`src/pkg/iotsd_pkg.sv`:
```
// Constants, carriers and helpers for the terminal status display
package iotsd_pkg;

   // Timing
   localparam int CLK_PERIOD_NS = 5;
   localparam int RATE_GATE_NS = 1_000_000_000;
   localparam int RATE_GATE_CYCLES = RATE_GATE_NS / CLK_PERIOD_NS;

   // Widths and counts
   localparam int GENERAL_INPUTS = 9;
   localparam int TRANSISTOR_OUTPUTS = 4;
   localparam int LOGIC_STEPS = 16;
   localparam int RATE_WIDTH = 32;

   // Input status word bit positions
   localparam int IN_FORWARD_BIT = 0;
   localparam int IN_REVERSE_BIT = 1;
   localparam int IN_GENERAL_LSB = 2;
   localparam int IN_COMM_FORWARD_BIT = 13;
   localparam int IN_COMM_REVERSE_BIT = 14;
   localparam int IN_COMM_RESET_BIT = 15;

   // Output status word bit positions
   localparam int OUT_TRANSISTOR_LSB = 0;
   localparam int OUT_SECOND_RELAY_BIT = 4;
   localparam int OUT_ALARM_RELAY_BIT = 8;

   // Segment positions within a digit byte
   localparam int SEG_A = 0;
   localparam int SEG_B = 1;
   localparam int SEG_C = 2;
   localparam int SEG_D = 3;
   localparam int SEG_E = 4;
   localparam int SEG_F = 5;
   localparam int SEG_G = 6;
   localparam int SEG_DP = 7;

   // Reset values
   localparam logic [15:0] WORD_RESET = 16'h0000;
   localparam logic [7:0] DIGIT_RESET = 8'h00;
   localparam logic [7:0] DIGIT_DASH = 8'h40;
   localparam logic [31:0] RATE_RESET = 32'h0000_0000;
   localparam logic [15:0] RATE_SATURATE = 16'hffff;

   typedef logic [15:0] iotsd_word_t;

   // Physical terminal contact states, one when closed
   typedef struct packed {
      logic alarm_relay_contact;
      logic second_relay_contact;
      logic [TRANSISTOR_OUTPUTS-1:0] transistor_output;
      logic [GENERAL_INPUTS-1:0] general_input;
      logic reverse_run_input;
      logic forward_run_input;
   } iotsd_term_t;

   // Commands received over communications
   typedef struct packed {
      logic comm_reset_command;
      logic comm_reverse_command;
      logic comm_forward_command;
   } iotsd_comm_t;

   // Encoder feedback levels
   typedef struct packed {
      logic slave_index;
      logic slave_quadrature;
      logic reference_index;
   } iotsd_enc_t;

   typedef enum logic [2:0] {
      ITEM_TERMINALS = 3'b000,
      ITEM_TERMINALS_COMM = 3'b001,
      ITEM_REF_INDEX_RATE = 3'b010,
      ITEM_SLAVE_QUAD_RATE = 3'b011,
      ITEM_SLAVE_INDEX_RATE = 3'b100,
      ITEM_LOGIC_TIMER = 3'b101
   } iotsd_item_t;

   typedef enum logic [1:0] {
      VIEW_SEGMENT = 2'b00,
      VIEW_HEX_INPUT = 2'b01,
      VIEW_HEX_OUTPUT = 2'b10
   } iotsd_view_t;

   // Hex nibble to segments, bit 0 is segment a
   function automatic logic [7:0] hex_segments(input logic [3:0] n);
      logic [7:0] s;
      s = 8'h00;
      case (n)
         4'h0: s = 8'h3f;
         4'h1: s = 8'h06;
         4'h2: s = 8'h5b;
         4'h3: s = 8'h4f;
         4'h4: s = 8'h66;
         4'h5: s = 8'h6d;
         4'h6: s = 8'h7d;
         4'h7: s = 8'h07;
         4'h8: s = 8'h7f;
         4'h9: s = 8'h6f;
         4'ha: s = 8'h77;
         4'hb: s = 8'h7c;
         4'hc: s = 8'h39;
         4'hd: s = 8'h5e;
         4'he: s = 8'h79;
         default: s = 8'h71;
      endcase
      return s;
   endfunction

endpackage

```
`src/design/iotsd_sync.sv`:
```
// Two-stage synchroniser for a group of level inputs
module iotsd_sync #(
   parameter int WIDTH = 1
) (
   // Clock and reset
   input wire logic clk,
   input wire logic rst_b,
   // Levels
   input wire logic [WIDTH-1:0] level_in,
   output logic [WIDTH-1:0] level_out
);

   logic [WIDTH-1:0] stage_one;

   always_ff @(posedge clk or negedge rst_b) begin
      if (!rst_b) begin
         stage_one <= '0;
         level_out <= '0;
      end else begin
         stage_one <= level_in;
         level_out <= stage_one;
      end
   end

endmodule

```
`src/design/iotsd_rate.sv`:
```
// Counts rising edges of one synchronised level over each gate period
module iotsd_rate (
   // Clock and reset
   input wire logic clk,
   input wire logic rst_b,
   // Pulse level and gate
   input wire logic pulse_level,
   input wire logic gate_tick,
   // Pulses in the last full gate period
   output logic [iotsd_pkg::RATE_WIDTH-1:0] rate
);

   logic previous;
   logic rising;
   logic [iotsd_pkg::RATE_WIDTH-1:0] count;
   logic [iotsd_pkg::RATE_WIDTH-1:0] next_count;

   assign rising = pulse_level & ~previous;
   assign next_count = count + {{(iotsd_pkg::RATE_WIDTH-1){1'b0}}, rising};

   always_ff @(posedge clk or negedge rst_b) begin
      if (!rst_b) begin
         previous <= 1'b0;
         count <= iotsd_pkg::RATE_RESET;
         rate <= iotsd_pkg::RATE_RESET;
      end else begin
         previous <= pulse_level;
         if (gate_tick) begin
            rate <= next_count;
            count <= iotsd_pkg::RATE_RESET;
         end else begin
            count <= next_count;
         end
      end
   end

endmodule

```
`src/design/iotsd_top.sv`:
```
// Terminal status word builder and four-digit monitor driver
module iotsd_top #(
   parameter int GATE_CYCLES = iotsd_pkg::RATE_GATE_CYCLES
) (
   // Clock and reset
   input wire logic clk,
   input wire logic rst_b,
   // Terminal contacts and commands
   input wire iotsd_pkg::iotsd_term_t terminals,
   input wire iotsd_pkg::iotsd_comm_t comm_commands,
   input wire iotsd_pkg::iotsd_enc_t encoders,
   // Configuration
   input wire logic [10:0] input_invert,
   input wire iotsd_pkg::iotsd_item_t display_item,
   input wire iotsd_pkg::iotsd_view_t display_view,
   input wire logic [3:0] logic_timer_select,
   input wire iotsd_pkg::iotsd_word_t [iotsd_pkg::LOGIC_STEPS-1:0] step_values,
   // Monitor digits, bit 0 segment a, bit 7 dp
   output logic [7:0] digit_lowest,
   output logic [7:0] digit_second,
   output logic [7:0] digit_third,
   output logic [7:0] digit_highest,
   // Status words and shown value
   output iotsd_pkg::iotsd_word_t input_status,
   output iotsd_pkg::iotsd_word_t output_status,
   output iotsd_pkg::iotsd_word_t shown_value
);

   localparam int TERM_W = $bits(iotsd_pkg::iotsd_term_t);
   localparam int COMM_W = $bits(iotsd_pkg::iotsd_comm_t);
   localparam int ENC_W = $bits(iotsd_pkg::iotsd_enc_t);
   // Gate length is a parameter so simulation can shorten it
   localparam logic [31:0] GATE_LAST = 32'(GATE_CYCLES - 1);

   // Synchronised terminal, command and encoder levels
   iotsd_pkg::iotsd_term_t term_s;
   iotsd_pkg::iotsd_comm_t comm_s;
   iotsd_pkg::iotsd_enc_t enc_s;

   // Synchronised copies of the terminal, command and encoder levels; configuration inputs are not synchronised
   // Pulses shorter than one clock may be lost on the way in
   iotsd_sync #(.WIDTH(TERM_W)) u_sync_term (
      .clk(clk),
      .rst_b(rst_b),
      .level_in(terminals),
      .level_out(term_s)
   );

   iotsd_sync #(.WIDTH(COMM_W)) u_sync_comm (
      .clk(clk),
      .rst_b(rst_b),
      .level_in(comm_commands),
      .level_out(comm_s)
   );

   iotsd_sync #(.WIDTH(ENC_W)) u_sync_enc (
      .clk(clk),
      .rst_b(rst_b),
      .level_in(encoders),
      .level_out(enc_s)
   );

   // One-second gate for the pulse rate counters
   logic [31:0] gate_count;
   logic [31:0] next_gate_count;
   logic gate_tick;

   // All three counters share one gate, so their windows line up
   assign gate_tick = (gate_count == GATE_LAST);
   assign next_gate_count = gate_tick ? 32'h0000_0000
                                      : gate_count + 32'h0000_0001;

   always_ff @(posedge clk or negedge rst_b) begin
      if (!rst_b) begin
         gate_count <= 32'h0000_0000;
      end else begin
         gate_count <= next_gate_count;
      end
   end

   // Latched counts, one full gate old
   logic [iotsd_pkg::RATE_WIDTH-1:0] ref_index_rate;
   logic [iotsd_pkg::RATE_WIDTH-1:0] slave_quad_rate;
   logic [iotsd_pkg::RATE_WIDTH-1:0] slave_index_rate;

   // Reference encoder index pulses per second
   iotsd_rate u_rate_ref_index (
      .clk(clk),
      .rst_b(rst_b),
      .pulse_level(enc_s.reference_index),
      .gate_tick(gate_tick),
      .rate(ref_index_rate)
   );

   // Slave encoder quadrature pulses per second
   iotsd_rate u_rate_slave_quad (
      .clk(clk),
      .rst_b(rst_b),
      .pulse_level(enc_s.slave_quadrature),
      .gate_tick(gate_tick),
      .rate(slave_quad_rate)
   );

   // Slave encoder index pulses per second
   iotsd_rate u_rate_slave_index (
      .clk(clk),
      .rst_b(rst_b),
      .pulse_level(enc_s.slave_index),
      .gate_tick(gate_tick),
      .rate(slave_index_rate)
   );

   // Physical inputs, with configured inversion or true logic
   wire comm_item = (display_item == iotsd_pkg::ITEM_TERMINALS_COMM);
   wire [10:0] raw_inputs = {term_s.general_input,
                             term_s.reverse_run_input,
                             term_s.forward_run_input};
   // Inversion setting is used as it stands, without synchronising
   // Communications view ignores terminal inversion
   wire [10:0] shown_inputs = comm_item ? raw_inputs
                                        : (raw_inputs ^ input_invert);
   wire [2:0] comm_levels = {comm_s.comm_reset_command,
                             comm_s.comm_reverse_command,
                             comm_s.comm_forward_command};
   // Command bits read as zero outside the communications item
   wire [2:0] shown_comm = comm_item ? comm_levels : 3'h0;

   // Input status word
   iotsd_pkg::iotsd_word_t next_input_status;
   always_comb begin
      next_input_status = iotsd_pkg::WORD_RESET;
      next_input_status[iotsd_pkg::IN_FORWARD_BIT] = shown_inputs[0];
      next_input_status[iotsd_pkg::IN_REVERSE_BIT] = shown_inputs[1];
      next_input_status[iotsd_pkg::IN_GENERAL_LSB +: iotsd_pkg::GENERAL_INPUTS] =
         shown_inputs[10:2];
      // Bits 11 and 12 have no terminal and stay zero
      next_input_status[iotsd_pkg::IN_COMM_FORWARD_BIT] = shown_comm[0];
      next_input_status[iotsd_pkg::IN_COMM_REVERSE_BIT] = shown_comm[1];
      next_input_status[iotsd_pkg::IN_COMM_RESET_BIT] = shown_comm[2];
   end

   // Output status word
   iotsd_pkg::iotsd_word_t next_output_status;
   always_comb begin
      next_output_status = iotsd_pkg::WORD_RESET;
      next_output_status[iotsd_pkg::OUT_TRANSISTOR_LSB +:
                         iotsd_pkg::TRANSISTOR_OUTPUTS] =
         term_s.transistor_output;
      // Unassigned bits keep the zero from the reset value
      next_output_status[iotsd_pkg::OUT_SECOND_RELAY_BIT] =
         term_s.second_relay_contact;
      next_output_status[iotsd_pkg::OUT_ALARM_RELAY_BIT] =
         term_s.alarm_relay_contact;
   end

   // Segment view, one segment per terminal
   logic [7:0] seg_lowest;
   logic [7:0] seg_second;
   logic [7:0] seg_third;
   logic [7:0] seg_highest;
   wire all_off = (next_input_status == iotsd_pkg::WORD_RESET) &&
                  (next_output_status == iotsd_pkg::WORD_RESET);

   always_comb begin
      // Lowest digit: run inputs on a and b, general one to six above
      seg_lowest = iotsd_pkg::DIGIT_RESET;
      seg_lowest[iotsd_pkg::SEG_A] = next_input_status[0];
      seg_lowest[iotsd_pkg::SEG_B] = next_input_status[1];
      seg_lowest[iotsd_pkg::SEG_C] = next_input_status[2];
      seg_lowest[iotsd_pkg::SEG_D] = next_input_status[3];
      seg_lowest[iotsd_pkg::SEG_E] = next_input_status[4];
      seg_lowest[iotsd_pkg::SEG_F] = next_input_status[5];
      seg_lowest[iotsd_pkg::SEG_G] = next_input_status[6];
      seg_lowest[iotsd_pkg::SEG_DP] = next_input_status[7];

      // Second digit: general seven to nine, then the command bits
      seg_second = iotsd_pkg::DIGIT_RESET;
      seg_second[iotsd_pkg::SEG_A] = next_input_status[8];
      seg_second[iotsd_pkg::SEG_B] = next_input_status[9];
      seg_second[iotsd_pkg::SEG_C] = next_input_status[10];
      seg_second[iotsd_pkg::SEG_F] =
         next_input_status[iotsd_pkg::IN_COMM_FORWARD_BIT];
      seg_second[iotsd_pkg::SEG_G] =
         next_input_status[iotsd_pkg::IN_COMM_REVERSE_BIT];
      seg_second[iotsd_pkg::SEG_DP] =
         next_input_status[iotsd_pkg::IN_COMM_RESET_BIT];

      // Third digit: transistor outputs, then the second relay
      seg_third = iotsd_pkg::DIGIT_RESET;
      seg_third[iotsd_pkg::SEG_A +: iotsd_pkg::TRANSISTOR_OUTPUTS] =
         term_s.transistor_output;
      seg_third[iotsd_pkg::SEG_E] = term_s.second_relay_contact;

      // Highest digit: alarm relay only
      seg_highest = iotsd_pkg::DIGIT_RESET;
      seg_highest[iotsd_pkg::SEG_A] = term_s.alarm_relay_contact;

      // Dashes only when both words are empty, judged after inversion
      if (all_off) begin
         seg_lowest = iotsd_pkg::DIGIT_DASH;
         seg_second = iotsd_pkg::DIGIT_DASH;
         seg_third = iotsd_pkg::DIGIT_DASH;
         seg_highest = iotsd_pkg::DIGIT_DASH;
      end
   end

   // Value for hex rendering
   function automatic iotsd_pkg::iotsd_word_t clip
      (input logic [iotsd_pkg::RATE_WIDTH-1:0] r);
      return (r > {16'h0000, iotsd_pkg::RATE_SATURATE}) ?
             iotsd_pkg::RATE_SATURATE : r[15:0];
   endfunction

   wire terminal_item = (display_item == iotsd_pkg::ITEM_TERMINALS) ||
                        comm_item;
   // Step values are taken as they stand, no synchronisation
   wire iotsd_pkg::iotsd_word_t timer_value =
      step_values[logic_timer_select];
   iotsd_pkg::iotsd_word_t next_shown;

   // Rates wider than four hex digits are pinned at ffff, not wrapped
   wire iotsd_pkg::iotsd_word_t ref_index_shown = clip(ref_index_rate);
   wire iotsd_pkg::iotsd_word_t slave_quad_shown = clip(slave_quad_rate);
   wire iotsd_pkg::iotsd_word_t slave_index_shown = clip(slave_index_rate);
   // View 3 is not defined and falls back to the input word
   wire hex_output_view = (display_view == iotsd_pkg::VIEW_HEX_OUTPUT);
   wire iotsd_pkg::iotsd_word_t terminal_word =
      hex_output_view ? next_output_status : next_input_status;

   always_comb begin
      case (display_item)
         iotsd_pkg::ITEM_TERMINALS,
         iotsd_pkg::ITEM_TERMINALS_COMM: begin
            next_shown = terminal_word;
         end
         iotsd_pkg::ITEM_REF_INDEX_RATE: begin
            next_shown = ref_index_shown;
         end
         iotsd_pkg::ITEM_SLAVE_QUAD_RATE: begin
            next_shown = slave_quad_shown;
         end
         iotsd_pkg::ITEM_SLAVE_INDEX_RATE: begin
            next_shown = slave_index_shown;
         end
         iotsd_pkg::ITEM_LOGIC_TIMER: begin
            next_shown = timer_value;
         end
         default: begin
            next_shown = iotsd_pkg::WORD_RESET;
         end
      endcase
   end

   // Segment view only for terminal items; others always hex
   wire use_segments = terminal_item &&
                       (display_view == iotsd_pkg::VIEW_SEGMENT);
   // Most significant nibble on the highest digit
   wire [7:0] hex_lowest = iotsd_pkg::hex_segments(next_shown[3:0]);
   wire [7:0] hex_second = iotsd_pkg::hex_segments(next_shown[7:4]);
   wire [7:0] hex_third = iotsd_pkg::hex_segments(next_shown[11:8]);
   wire [7:0] hex_highest = iotsd_pkg::hex_segments(next_shown[15:12]);

   wire [7:0] next_lowest = use_segments ? seg_lowest : hex_lowest;
   wire [7:0] next_second = use_segments ? seg_second : hex_second;
   wire [7:0] next_third = use_segments ? seg_third : hex_third;
   wire [7:0] next_highest = use_segments ? seg_highest : hex_highest;

   // Registered digits, refreshed every clock
   always_ff @(posedge clk or negedge rst_b) begin
      if (!rst_b) begin
         digit_lowest <= iotsd_pkg::DIGIT_RESET;
         digit_second <= iotsd_pkg::DIGIT_RESET;
         digit_third <= iotsd_pkg::DIGIT_RESET;
         digit_highest <= iotsd_pkg::DIGIT_RESET;
      end else begin
         digit_lowest <= next_lowest;
         digit_second <= next_second;
         digit_third <= next_third;
         digit_highest <= next_highest;
      end
   end

   // Registered status words
   always_ff @(posedge clk or negedge rst_b) begin
      if (!rst_b) begin
         input_status <= iotsd_pkg::WORD_RESET;
         output_status <= iotsd_pkg::WORD_RESET;
      end else begin
         input_status <= next_input_status;
         output_status <= next_output_status;
      end
   end

   // Registered value behind the hex rendering
   always_ff @(posedge clk or negedge rst_b) begin
      if (!rst_b) begin
         shown_value <= iotsd_pkg::WORD_RESET;
      end else begin
         shown_value <= next_shown;
      end
   end

endmodule

```
`config.mk`:
```
export PLATFORM = sky130hd
export DESIGN_NAME = iotsd_top
export DESIGN_NICKNAME = d
export VERILOG_FILES = /design/src/pkg/iotsd_pkg.sv /design/src/design/iotsd_sync.sv /design/src/design/iotsd_rate.sv /design/src/design/iotsd_top.sv
export SDC_FILE = /design/constraint.sdc
export NUM_CORES = 1
export LEC_CHECK = 0
export BUFFER_PORTS_ARGS = -buffer_cell sky130_fd_sc_hd__buf_4
export CAP_MARGIN = 0
export CORE_ASPECT_RATIO = 1.2
export CORE_MARGIN = 10
export CORE_UTILIZATION = 41
export CTS_CLUSTER_DIAMETER = 100
export CTS_CLUSTER_SIZE = 8
export DETAILED_ROUTE_END_ITERATION = 16
export PLACE_DENSITY = 0.69
export SETUP_SLACK_MARGIN = 0.05
export SYNTH_ARGS = -nofsm -noshare
export SYNTH_HDL_FRONTEND = slang
export SYNTH_SLANG_ARGS = --single-unit
export TNS_END_PERCENT = 30
```
`constraint.sdc`:
```
create_clock -name clk -period 3.25 [get_ports clk]
set_input_delay 0.325 -clock clk [delete_from_list [all_inputs] [get_ports clk]]
set_output_delay 0.325 -clock clk [all_outputs]
set_load 0.02 [all_outputs]
```
* Word-level counts from Yosys, hierarchy flattened
Memory sizes are Yosys's and may differ from the RTL's.
Index checks and enable logic that the tools add are counted.
Widths: inputs -> output; s select.
** Word-level totals
- Output and inout port bits :: 80
- Memories :: 4
- Bits in read-only memories :: 448
- Register bits after elaboration :: 341
- Input port bits :: 301
** Cells by class
- Reduce and logical (&&, ||, !) cells :: 8
- Mux-type cells :: 21
- Magnitude comparators :: 4
- Equality and inequality tests :: 7
- Add/sub/neg operators :: 4
- Bitwise operators :: 7
** Memories
- (name not given) :: words 16, bits a word 7, rd ports 1, clocked after Yosys merged registers in 0, write ports 0, line iotsd_pkg.sv:90 : case (n)
- (name not given) :: words 16, bits a word 7, rd ports 1, clocked after Yosys merged registers in 0, write ports 0, line iotsd_pkg.sv:90
- (name not given) :: words 16, bits a word 7, rd ports 1, clocked after Yosys merged registers in 0, write ports 0, line iotsd_pkg.sv:90
- (name not given) :: words 16, bits a word 7, rd ports 1, clocked after Yosys merged registers in 0, write ports 0, line iotsd_pkg.sv:90
** Operators by type and width (number)
- $mux 32 :: 4
- $add 32x1->32 :: 3
- $gt 32x16->1 const B :: 3
- $mux 16 :: 5
- $pmux 16 s5 :: 1
- $bmux 16 s4 :: 1
- $mux 8 :: 6
- $add 32x1->32 const B :: 1
- $eq 32x28->1 const B :: 1
- $logic_not 16->1 :: 2
- $mux 7 :: 2
- $mux 11 :: 1
- $xor 11x11->11 :: 1
- $eq 3x2->1 const B :: 2
- $eq 3x3->1 const B :: 2
- $lt 4x5->1 const B :: 1
- $and 1x1->1 :: 3
- $eq 3x1->1 const B :: 1
- $logic_not 3->1 :: 1
- $mux 3 :: 1
- $not 1->1 :: 3
- $eq 2x2->1 const B :: 1
- $logic_and 1x1->1 :: 2
- $logic_not 2->1 :: 1
- 2 further kinds :: 2

* Depth between registers and ports, before layout
Gate-level depths: netlist of run 1.
- Depth after elaboration :: 6
- Gate-level depth with buffers :: 15
- Gate-level depth less buffers :: 13

* Cells and area by module
Synthesis of run 1 repeated with hierarchy kept, for this count alone.
** Second synthesis, totals
- Cell total of the unflattened synthesis :: 1619
- Area, all modules :: 17356.6 um^2
** By module, submodules not included
- iotsd_rate :: cells an instance 286, times used 3, area each 2877.8 um^2
- iotsd_top :: cells an instance 715, times used 1, area each 7572.3 um^2
- iotsd_sync (u_sync_term) :: cells an instance 34, times used 1, area each 850.8 um^2
- iotsd_sync (u_sync_comm ...) :: cells an instance 6, times used 2, area each 150.1 um^2

* Least setup slack after synthesis of run 1
No wires, ideal clock.
- Kind :: input -> register
- Start point :: input port logic_timer_select[0]
- End point :: register digit_third[4]
- Cell stages on the path :: 11
- Setup time :: 138 ps
- Required time :: 3112 ps
- Slack :: 42 ps
- Arrival time :: 3070 ps
- Cell sequence :: buf_6 -> buf_6 -> buf_4 -> mux4_2 -> mux4_2 -> a21oi_1 -> inv_1 -> ha_1 -> or4_1 -> o21ai_0 -> a31oi_1
** On the way
- Word-level cells in the longest chain between the ends :: 5
** RTL lines
- start: declaration :: line iotsd_top.sv:16 : input wire logic [3:0] logic_timer_select,
- $bmux 16 s4 :: line iotsd_top.sv:218 : step_values[logic_timer_select];
- $mux 16 (not written as such) :: line iotsd_top.sv:218
- $pmux 16 s5 :: line iotsd_top.sv:231 : case (display_item)
- named net next_shown[9] :: line iotsd_top.sv:219 : iotsd_pkg::iotsd_word_t next_shown;
- $mem_v2 16x7
- $mux 8 :: line iotsd_top.sv:265 : wire [7:0] next_third = use_segments ? seg_third : hex_third;
- named net next_third[4] :: line iotsd_top.sv:265
- end signal: assignment :: line iotsd_top.sv:273 : digit_third <= iotsd_pkg::DIGIT_RESET;
- end signal: assignment :: line iotsd_top.sv:278 : digit_third <= next_third;
- end: declaration :: line iotsd_top.sv:21 : output logic [7:0] digit_third,
The timed path passes the listed nets, and every way through them passes these cells. The select of a mux whose other input is x is not followed.
A chain may end at the register's enable or synchronous reset.

* Worst setup path after layout of run 1
- Start point :: register u_rate_slave_index.rate[28] (netlist name)
- End point :: register digit_third[0]
** On the way
- Word-level cells in the longest chain between the ends :: 5
** RTL lines
- start: declaration :: line iotsd_rate.sv:10 : output logic [iotsd_pkg::RATE_WIDTH-1:0] rate
- start signal: assignment :: line iotsd_rate.sv:25 : rate <= iotsd_pkg::RATE_RESET;
- start signal: assignment :: line iotsd_rate.sv:29 : rate <= next_count;
- $gt 32x16->1 :: line iotsd_top.sv:210 : return (r > {16'h0000, iotsd_pkg::RATE_SATURATE}) ?
- $mux 16 :: line iotsd_top.sv:210
- $pmux 16 s5 :: line iotsd_top.sv:231
- named net next_shown[8] :: line iotsd_top.sv:219
- $mem_v2 16x7
- $mux 8 :: line iotsd_top.sv:265
- named net next_third[0] :: line iotsd_top.sv:265
The timed path passes the listed nets, and every way through them passes these cells.

==> summary.txt, run 1 <==
Place WS = 0.1111 ns
Worst-margin pin slew = 1.039 ns
1st-iter DRT viols = 1,083
Power per cell area = 480.6 nW/um^2
Total CTS buffers = 48
Crit. End Element = flip-flop
Max clock buf depth = 3
HPWL after detailed placement = 45,740 microns
WL/cell = 23.17 microns
Clock latency on the worst-skew pair = 0.55 ns
Smallest hold slack = 0.1312 ns
Worst Hold End = input_status[4]$_DFF_PN0_
Slew Limit Headroom = 30.70%
Mean Syn Cell Area = 10.78 sq um
Drt pass-1 iters = 5
Count of cell types in the netlist = 75
Yosys reg bits = 339
Grt ovf = 0
Die W = 205.6 microns
CTS tree = done
Most frequent cells in the layout = buf_4, dfrtp_1, nand2_1
Nets@finish = 2,315
Multi-input gate area = 7898 sq um
Worst endpoint data arrival time = 3.47 ns
Chip height = 242.7 microns
Clock Sinks = 339
Final Hold Vio Count = 0
Die footprint = 49,880 sq um
Post-route insts no fill = 2,526
Commonest non-fill, non-tap cell in the layout = buf_4
H-tree depth = 2
Wire length of the first global-routing pass = 87,530 microns
Reg2reg end = digit_third[0]$_DFF_PN0_
Ys Warns = 0
Cell area after synthesis = 16,940 sq um
FF-to-FF setup slack = 0.21 ns
Hold_sp = input_invert[4]
DRC = 0
Largest net degree at the start of global routing = 110
Gpl congestion = 0.9622
Rows = 81
Worst Hold Class = input pin to flip-flop
Final TNS setup = 0 ns
Initial Utilization = 41.47%
Drt via density = 5.478
Port Buffers = 366
CP Launch Type = flip-flop
Gr usage total = 22.75%
Slew Viols, Final = 0
Cts repair resizes = 0
Clk pin slew, worst setup/hold paths = 0.05 ns
Maximum VDD drop = 415.2 uV
Clock tree root buffer cell = clkbuf_16
Fin crit period = 3.039 ns
R2R cell count = 12
Sequential share of the synthesized area = 50.08%
Postcts setup bufs = 0
Fill cells = 3,537
Total routed wirelength = 58,530 microns
Initial antenna violation count = 6
Final ANT Viol Nets = 0
IO Pins = 381
Post-synth EDFFs = 0
Worst Path Max Fanout = 16
Period utilisation layout = 93.52%
Max_cap viols = 0
Layout cell share with drive strength beyond 1 = 27.30%
Pwr Total = 10.53 mW
Max frequency = 329.0 MHz
Via count = 13,840
Leak pwr = 10.18 nW
Worst r2r src = u_rate_slave_index.rate[28]$_DFFE_PN0P_
Setup CP Type = flip-flop to flip-flop
RSZ-0062 raised after global routing = false
Ys async rst share = 100.0%
Placed Cells = 2,445
Clock skew = 0.01647 ns
Required time worst endpoint = 3.68 ns
Area grow syn2layout = 29.32%
Mapped Cells = 1,571
Number of global-route vias before repair = 14,050
PnR worst setup slack = 0.2106 ns
CORE AREA = 40,840 sq um
Outcome = completed
Most common flop cell mapped by yosys = dfrtp_1
Hold Crit Depth = 3
FF/Latch Area = 8483 sq um
Final setup viols = 0
worst max-delay path, cell delays in order (launching register included):
cell      delay, ns
dfrtp_1        0.38
nor4_1         0.39
nand4_1        0.13
buf_4          0.21
o21ai_0        0.41
nand3_1        0.16
a221o_1        0.32
clkinv_2       0.09
ha_1           0.16
or2_0          0.14
nor3_1         0.06
a31o_1         0.20
a211o_1        0.27
synth_stat cells (all sizes together) (2+ instances only):
cell type | n | area [sq um]
dfrtp | 339 | 8483
nand2 | 191 | 716.9
nor2 | 170 | 643.1
o21ai | 152 | 764.5
xnor2 | 73 | 639.4
mux4 | 69 | 1678
xor2 | 66 | 578.1
nand3 | 65 | 330.3
clkbuf | 53 | 198.9
buf | 40 | 310.3
ha | 34 | 425.4
nand4 | 34 | 212.7
inv | 29 | 108.9
nor3 | 27 | 135.1
a21oi | 23 | 122.6
and3 | 22 | 137.6
nor4 | 21 | 158.9
and2 | 20 | 125.1
mux2i | 10 | 100.1
or2 | 10 | 62.56
nor2b | 9 | 56.30
a31oi | 8 | 50.05
a22oi | 7 | 52.55
mux2 | 7 | 78.83
nor3b | 7 | 57.55
a211oi | 6 | 45.04
a22o | 6 | 52.55
and4 | 6 | 52.55
nand2b | 6 | 37.54
o31ai | 5 | 37.54
a221oi | 4 | 52.56
a311oi | 4 | 35.03
o2bb2ai | 4 | 35.03
or3 | 4 | 25.02
or4 | 4 | 30.03
a21boi | 3 | 22.52
o211ai | 3 | 22.52
o21a | 3 | 22.52
o22ai | 3 | 18.77
o32ai | 3 | 26.28
and3b | 2 | 17.52
nand3b | 2 | 18.77
nand4b | 2 | 23.77
nor4b | 2 | 17.52
o221ai | 2 | 17.52
worst max path at each step:
stage                                             from                         to  cells past startpoint
4_1_cts        u_rate_slave_index.rate[28]$_DFFE_PN0P_   digit_third[0]$_DFF_PN0_                     12
3_3_place_gp                     logic_timer_select[0]   digit_third[0]$_DFF_PN0_                     11
2_1_floorplan                    logic_timer_select[0]   digit_third[4]$_DFF_PN0_                     11
5_1_grt        u_rate_slave_index.rate[28]$_DFFE_PN0P_  digit_lowest[6]$_DFF_PN0_                     11
6_report       u_rate_slave_index.rate[28]$_DFFE_PN0P_   digit_third[0]$_DFF_PN0_                     12
3_5_place_dp                     logic_timer_select[0]  digit_lowest[6]$_DFF_PN0_                     10
registers in the layout, summed over array words and instances (netlist names), 3 cells and up:
signal                    count
gate_count                   32
output_status                 6
u_sync_comm.level_out         3
digit_third                   7
u_sync_enc.level_out          3
u_rate_slave_index.rate      32
u_rate_slave_quad.count      32
digit_second                  8
shown_value                  16
u_sync_term.level_out        17
u_rate_slave_index.count     32
u_rate_ref_index.count       32
digit_lowest                  8
input_status                 14
u_rate_slave_quad.rate       32
u_rate_ref_index.rate        32
u_sync_term.stage_one        17
digit_highest                 7
u_sync_comm.stage_one         3
u_sync_enc.stage_one          3
stage by stage:
| stage | area (sq um) | utilization [%] |
|---|---|---|
| 2_1_floorplan | 16990 | - |
| 5_1_grt | 21890 | 53.60 |
| 3_3_place_gp | 20380 | 49.90 |
| 6_report | 21910 | 53.63 |
| 3_5_place_dp | 20380 | 49.90 |
| 4_1_cts | 21890 | 53.60 |
cell type report:
type	instances	share of cell area, %
clock inverter	3	0.2170
antenna	5	0.05712
clock buffer	49	5.597
tap	539	3.079
sequential	339	38.73
timing repair buffer	439	15.75
inverter	30	0.5198
multi-input combinational	1122	36.05
cells by family after synthesis:
| logic type | after synthesis | synth area share [%] |
|---|---|---|
| AOI/OAI and AO/OA | 243 | 8.554 |
| xor gates and xnor gates | 139 | 7.187 |
| adders and majority gates | 34 | 2.511 |
| buffers and inverters | 123 | 3.678 |
| DFF | 339 | 50.08 |
| muxes | 86 | 10.96 |
| other | 1 | 0.02214 |
| and+or+nand+nor | 606 | 17.00 |
routing by layer:
metal	global-route usage, %	share of wire (%)
met5	0	0.019
met2	36.77	48
met1	30.54	43
met4	5.456	2.3
met3	4.797	7.2
report_power, final:
group | internal (mW) | switching [mW] | total (mW)
Sequential | 4.45 | 0.155 | 4.60
Clock | 2.64 | 1.70 | 4.34
Combinational | 0.772 | 0.808 | 1.58
Total | 7.86 | 2.66 | 10.5
timing repair:
| action | CTS | global route |
|---|---|---|
| hold buffers | 24 | 0 |
| hold endpoints to repair | 128 | 0 |
| setup endpoints to repair | 0 | 0 |
Note: power is estimated with default switching activity, not from simulation.
==> run 2: changes to the inputs <==
--- a/config.mk
+++ b/config.mk
@@ -9,11 +9,11 @@
 export CAP_MARGIN = 0
 export CORE_ASPECT_RATIO = 1.2
 export CORE_MARGIN = 10
-export CORE_UTILIZATION = 41
+export CORE_UTILIZATION = 55
 export CTS_CLUSTER_DIAMETER = 100
 export CTS_CLUSTER_SIZE = 8
 export DETAILED_ROUTE_END_ITERATION = 16
-export PLACE_DENSITY = 0.69
+export PLACE_DENSITY = 0.87
 export SETUP_SLACK_MARGIN = 0.05
 export SYNTH_ARGS = -nofsm -noshare
 export SYNTH_HDL_FRONTEND = slang
==> run 2 against run 1 <==
- total power hardly changed
- final cell count is 5.5% lower
- via count is 5.0% higher
- critical path type unchanged
==> summary.txt, run 2 (synthesis gave the netlist of run 1 again) <==
HPWL after detailed placement = 46,980 microns
Fill cells = 2,093
DRC = 0
Drt via density = 6.088
Sequential power share = 43.9%
Gate power share = 15.1%
Crit path top cell by count = nand4_1
Gr usage total = 30.93%
Pwr Total = 10.52 mW
Grt ovf = 0
Initial Utilization = 55.57%
Max frequency = 324.3 MHz
Required time worst endpoint = 3.64 ns
Total CTS buffers = 48
H-tree depth = 2
Crit-path slowest cell = or4_1
CP Launch Type = flip-flop
Clock Sinks = 339
1st-iter DRT viols = 1,495
Worst endpoint data arrival time = 3.48 ns
Final Hold Vio Count = 0
Rows = 70
Wire length of the first global-routing pass = 90,600 microns
Chip height = 212.2 microns
IO Pins = 381
Clk pin slew, worst setup/hold paths = 0.05 ns
Layout cell share with drive strength beyond 1 = 27.61%
Sw Pwr = 2.672 mW
Nets@finish = 2,319
Max_cap viols = 0
Place WS = 0.008276 ns
Crit. End Element = flip-flop
Fin crit period = 3.083 ns
R2R cell count = 11
Max clock buf depth = 3
Most frequent cells in the layout = buf_4, dfrtp_1, nand2_1
Die W = 180.2 microns
Worst Path Max Fanout = 16
Outcome = completed
RSZ-0062 raised after global routing = false
Clk pwr share = 40.9%
PnR worst setup slack = 0.1665 ns
Worst path cell trace = nor4_2, nand4_1, buf_12, o21ai_1, nand4_1, a21oi_2, inv_1, ha_1, or4_1, o21ai_0, a31oi_1
Leak pwr = 10.19 nW
Gpl congestion = 1.001
Final setup viols = 0
Largest net degree at the start of global routing = 101
Period utilisation layout = 94.88%
Slew Viols, Final = 0
Port Buffers = 366
Switching Share = 25.39%
Drt pass-1 iters = 9
Clock tree root buffer cell = clkbuf_16
CTS tree = done
Final ANT Viol Nets = 0
Power per cell area = 483.2 nW/um^2
Maximum VDD drop = 461.9 uV
Die footprint = 38,250 sq um
Area grow syn2layout = 28.56%
Total routed wirelength = 60,880 microns
Clock skew = 0.01776 ns
Final TNS setup = 0 ns
Hold Crit Depth = 3
Initial antenna violation count = 11
Clock latency on the worst-skew pair = 0.54 ns
Cell internal pwr = 7.851 mW
Number of global-route vias before repair = 14,600
Setup CP Type = flip-flop to flip-flop
Via count = 14,530
Slew Limit Headroom = 29.31%
WL/cell = 25.51 microns
CORE AREA = 30,480 sq um
Commonest non-fill, non-tap cell in the layout = buf_4
Slowest cell delay on critical path = 0.51 ns
Worst-margin pin slew = 1.060 ns
Worst Hold Class = input pin to flip-flop
==> run 2: cell count changes in the layout (fill, tap and decap cells not counted), sizes merged <==
cell | previous run | this run
buf | 415 | 419
diode | 5 | 6
inv | 31 | 30
==> run 2: power groups by stage <==
stage,combinational (mW),sequential [mW],clock (mW)
detailed placement,1.54,4.68,0
global route,1.70,4.63,4.54
global placement,1.51,4.67,0
finish,1.59,4.62,4.31
CTS,1.58,4.61,4.34
floorplan,0.683,4.73,0
==> run 2: through the flow <==
step                util (%)  instances  area (sq um)  hold WS [ns]
floorplan                  -       1584         16990       0.02941
global placement       66.42       2306         20240        0.3342
detailed placement     66.42       2306         20240        0.3347
CTS                    71.36       2381         21750        0.1253
global route           71.40       2381         21760        0.1295
finish                 71.45       2387         21780        0.1374
==> run 2: layer usage <==
layer / GRT usage, % / routed length [microns]
met2: 50.40 / 28740
met1: 39.41 / 23680
met3: 7.313 / 5645
met4: 12.12 / 2770
met5: 0 / 49
==> run 2: final cells by class <==
type | instances | area [sq um] | share of cell area, %
inverters | 30 | 113.9 | 0.5228
well taps | 396 | 495.5 | 2.275
clock buffers | 49 | 1226 | 5.631
repair buffers | 443 | 3493 | 16.04
flip-flops and latches | 339 | 8483 | 38.95
diodes | 6 | 15.01 | 0.06895
multi-input cells | 1122 | 7923 | 36.38
clock inverters | 2 | 27.53 | 0.1264
==> run 2: final timing paths <==
path / slack, ns / to / start
max reg2reg: 0.17 / digit_third[4]$_DFF_PN0_ / u_rate_slave_quad.rate[23]$_DFFE_PN0P_
min: 0.14 / input_status[2]$_DFF_PN0_ / input_invert[2]
min in group asynchronous: 0.43 / u_sync_term.level_out[14]$_DFF_PN0_ / rst_b
max: 0.17 / digit_third[4]$_DFF_PN0_ / u_rate_slave_quad.rate[23]$_DFFE_PN0P_
min reg2reg: 0.34 / u_sync_enc.level_out[0]$_DFF_PN0_ / u_sync_enc.stage_one[0]$_DFF_PN0_
max in group asynchronous: 1.87 / gate_count[21]$_DFF_PN0_ / rst_b
==> run 2: what timing repair did <==
item                       4_1_cts  5_1_grt
hold endpoints to repair       119        0
setup buffers                    0        0
gates resized for setup          2        3
hold buffers                    24        0
setup endpoints to repair        5        6
pin swaps                        0        1
==> run 2: worst max-delay path: cells and delay by family (launching register included) <==
kind                       cells  cell delay [ns]
and+or+nand+nor                4             1.45
AOI/OAI and AO/OA              4             0.60
DFF                            1             0.39
buffers and inverters          2             0.30
adders and majority gates      1             0.18
==> run 3: changes to the inputs <==
--- a/config.mk
+++ b/config.mk
@@ -9,11 +9,12 @@
 export CAP_MARGIN = 0
 export CORE_ASPECT_RATIO = 1.2
 export CORE_MARGIN = 10
-export CORE_UTILIZATION = 55
+export CORE_UTILIZATION = 40
+export CTS_BUF_LIST = sky130_fd_sc_hd__clkbuf_8
 export CTS_CLUSTER_DIAMETER = 100
 export CTS_CLUSTER_SIZE = 8
 export DETAILED_ROUTE_END_ITERATION = 16
-export PLACE_DENSITY = 0.87
+export PLACE_DENSITY = 0.68
 export SETUP_SLACK_MARGIN = 0.05
 export SYNTH_ARGS = -nofsm -noshare
 export SYNTH_HDL_FRONTEND = slang
==> run 3 against run 2 <==
- hold slack worse by 0.051 ns
- global-route usage is 8.5 points lower
- via count is 4.5% lower
- critical path depth stayed put
- register-to-register slack hardly changed
- non-clock buffer count is 1 higher
- sequential power hardly changed
- maximum frequency is 0.22% lower
- first-iteration DRC count is 48% lower
- total power is 14% lower
- wire length is 3.2% lower
==> summary.txt, run 3 (synthesis gave the netlist of run 1 again) <==
Clock latency on the worst-skew pair = 0.59 ns
Number of global-route vias before repair = 14,160
FF-to-FF setup slack = 0.16 ns
IO Pins = 381
CP Launch Type = flip-flop
Post-layout util = 51.04%
Clock Sinks = 339
Initial antenna violation count = 7
CTS tree = done
Most frequent cells in the layout = buf_4, dfrtp_1, nand2_1
RSZ-0062 raised after global routing = true
Total CTS buffers = 48
R2R cell count = 11
Clk pwr share = 31.5%
Chip height = 245.4 microns
Die footprint = 51,010 sq um
Layout cell share with drive strength beyond 1 = 27.53%
Die W = 207.9 microns
Post-route insts no fill = 2,537
WL/cell = 23.23 microns
Via count = 13,870
Maximum VDD drop = 320.6 uV
Required time worst endpoint = 3.74 ns
Worst path depth = 11
Clock skew = 0.03750 ns
Sequential power share = 50.9%
Placed Cells = 2,455
Fin crit period = 3.090 ns
DRC = 0
Final setup viols = 0
Gpl congestion = 1.001
Leak pwr = 9.933 nW
Slowest cell delay on critical path = 0.38 ns
Initial Utilization = 40.47%
CORE AREA = 41,860 sq um
Period utilisation layout = 95.08%
Final Hold Vio Count = 0
Port Buffers = 366
Drt pass-1 iters = 5
Max_cap viols = 0
Hold Crit Depth = 3
Gate power share = 17.6%
Crit path top cell by count = buf_4
Sw Pwr = 2.474 mW
Largest net degree at the start of global routing = 99
Outcome = completed
Wire length of the first global-routing pass = 89,110 microns
1st-iter DRT viols = 783
Final ANT Viol Nets = 0
Nets@finish = 2,320
Switching Share = 27.43%
Setup CP Type = flip-flop to flip-flop
Gr usage total = 22.43%
Crit-path slowest cell = dfrtp_1
Worst path cell trace = nor4_1, nand4_1, buf_4, o21ai_0, o21ai_1, nor4_4, buf_4, inv_2, ha_1, a32o_1, o31ai_1
Slew Viols, Final = 0
Grt ovf = 0
Max frequency = 323.6 MHz
Clk pin slew, worst setup/hold paths = 0.06 ns
Worst Path Max Fanout = 16
Slew Limit Headroom = 31.77%
Commonest non-fill, non-tap cell in the layout = buf_4
Power per cell area = 422.1 nW/um^2
Worst-margin pin slew = 1.023 ns
Total routed wirelength = 58,950 microns
Area grow syn2layout = 26.14%
Cell internal pwr = 6.545 mW
Clock tree root buffer cell = clkbuf_8
Worst Hold Class = input pin to flip-flop
Worst endpoint data arrival time = 3.58 ns
H-tree depth = 2
Drt via density = 5.468
CP Buf/Inv Count = 3
HPWL after detailed placement = 46,480 microns
Fill cells = 3,760
Max clock buf depth = 3
Crit. End Element = flip-flop
Rows = 82
CP delay by family, top = compound AO/OA/AOI/OAI gates
[run 3: changes by cell type in the layout (fill, tap and decap cells not counted), sizes merged]
cell,before,now
clkbuf,49,48
clkinv,1,3
buf,419,420
diode,6,4
[run 3: worst register-to-register path: stages (launching register included)]
cell and delay (ns):
dfrtp_1 0.38, nor4_1 0.38, nand4_1 0.14, buf_4 0.22, o21ai_0 0.36, o21ai_1 0.20
nor4_4 0.31, buf_4 0.19, inv_2 0.09, ha_1 0.25, a32o_1 0.24, o31ai_1 0.24
[run 3: cell type report]
| cell class | count | area [sq um] | area share (%) |
|---|---|---|---|
| Clock inverter | 4 | 48.80 | 0.2284 |
| Antenna cell | 4 | 10.01 | 0.04685 |
| Inverter | 30 | 113.9 | 0.5329 |
| Timing Repair Buffer | 444 | 3463 | 16.21 |
| Clock buffer | 48 | 660.6 | 3.092 |
| Multi-Input combinational cell | 1122 | 7904 | 36.99 |
| Sequential cell | 339 | 8483 | 39.70 |
| Tap cell | 546 | 683.2 | 3.197 |
[run 3: power by group through the flow]
stage | Sequential [mW] | Combinational (mW) | Clock, mW
floorplan | 4.73 | 0.683 | 0
CTS | 4.58 | 1.59 | 2.94
finish | 4.59 | 1.59 | 2.84
global route | 4.61 | 1.72 | 3.11
global placement | 4.65 | 1.53 | 0
detailed placement | 4.66 | 1.56 | 0
[run 3: worst paths after layout]
kind	from	end
hold reg to reg	u_sync_term.stage_one[9]$_DFF_PN0_	u_sync_term.level_out[9]$_DFF_PN0_
min in group asynchronous	rst_b	digit_lowest[6]$_DFF_PN0_
setup / recovery	u_rate_slave_quad.rate[29]$_DFFE_PN0P_	digit_second[0]$_DFF_PN0_
hold / removal	input_invert[3]	input_status[3]$_DFF_PN0_
max in group asynchronous	rst_b	input_status[5]$_DFF_PN0_
setup reg to reg	u_rate_slave_quad.rate[29]$_DFFE_PN0P_	digit_second[0]$_DFF_PN0_
[run 3: what timing repair did]
item / 4_1_cts / 5_1_grt
gates resized for setup: 0 / 1
buffers inserted: 0 / 2
hold endpoints to repair: 114 / 0
hold buffers: 24 / 0
endpoints found under the setup margin: 0 / 7
[run 3: metal layers]
layer / vias up / global-route usage (%) / routed length (microns)
met5: - / 0 / 23
met4: 4 / 5.291 / 1299
met3: 84 / 4.599 / 3670
met2: 468 / 36.79 / 28240
met1: 6999 / 29.97 / 25710
li1: 6317 / - / -
[run 3: through the flow]
step	TNS, ns	hold WS, ns	instance area, sq um	setup slack, ns	total power, mW
2_1_floorplan	0	0.02941	16990	0.1333	5.410
3_3_place_gp	-0.1533	0.3333	20390	-0.07453	6.182
3_5_place_dp	-0.2969	0.3347	20390	-0.1441	6.217
4_1_cts	0	0.04778	21340	0.06388	9.115
5_1_grt	0	0.08218	21360	0.02570	9.438
6_report	0	0.08649	21370	0.1598	9.019
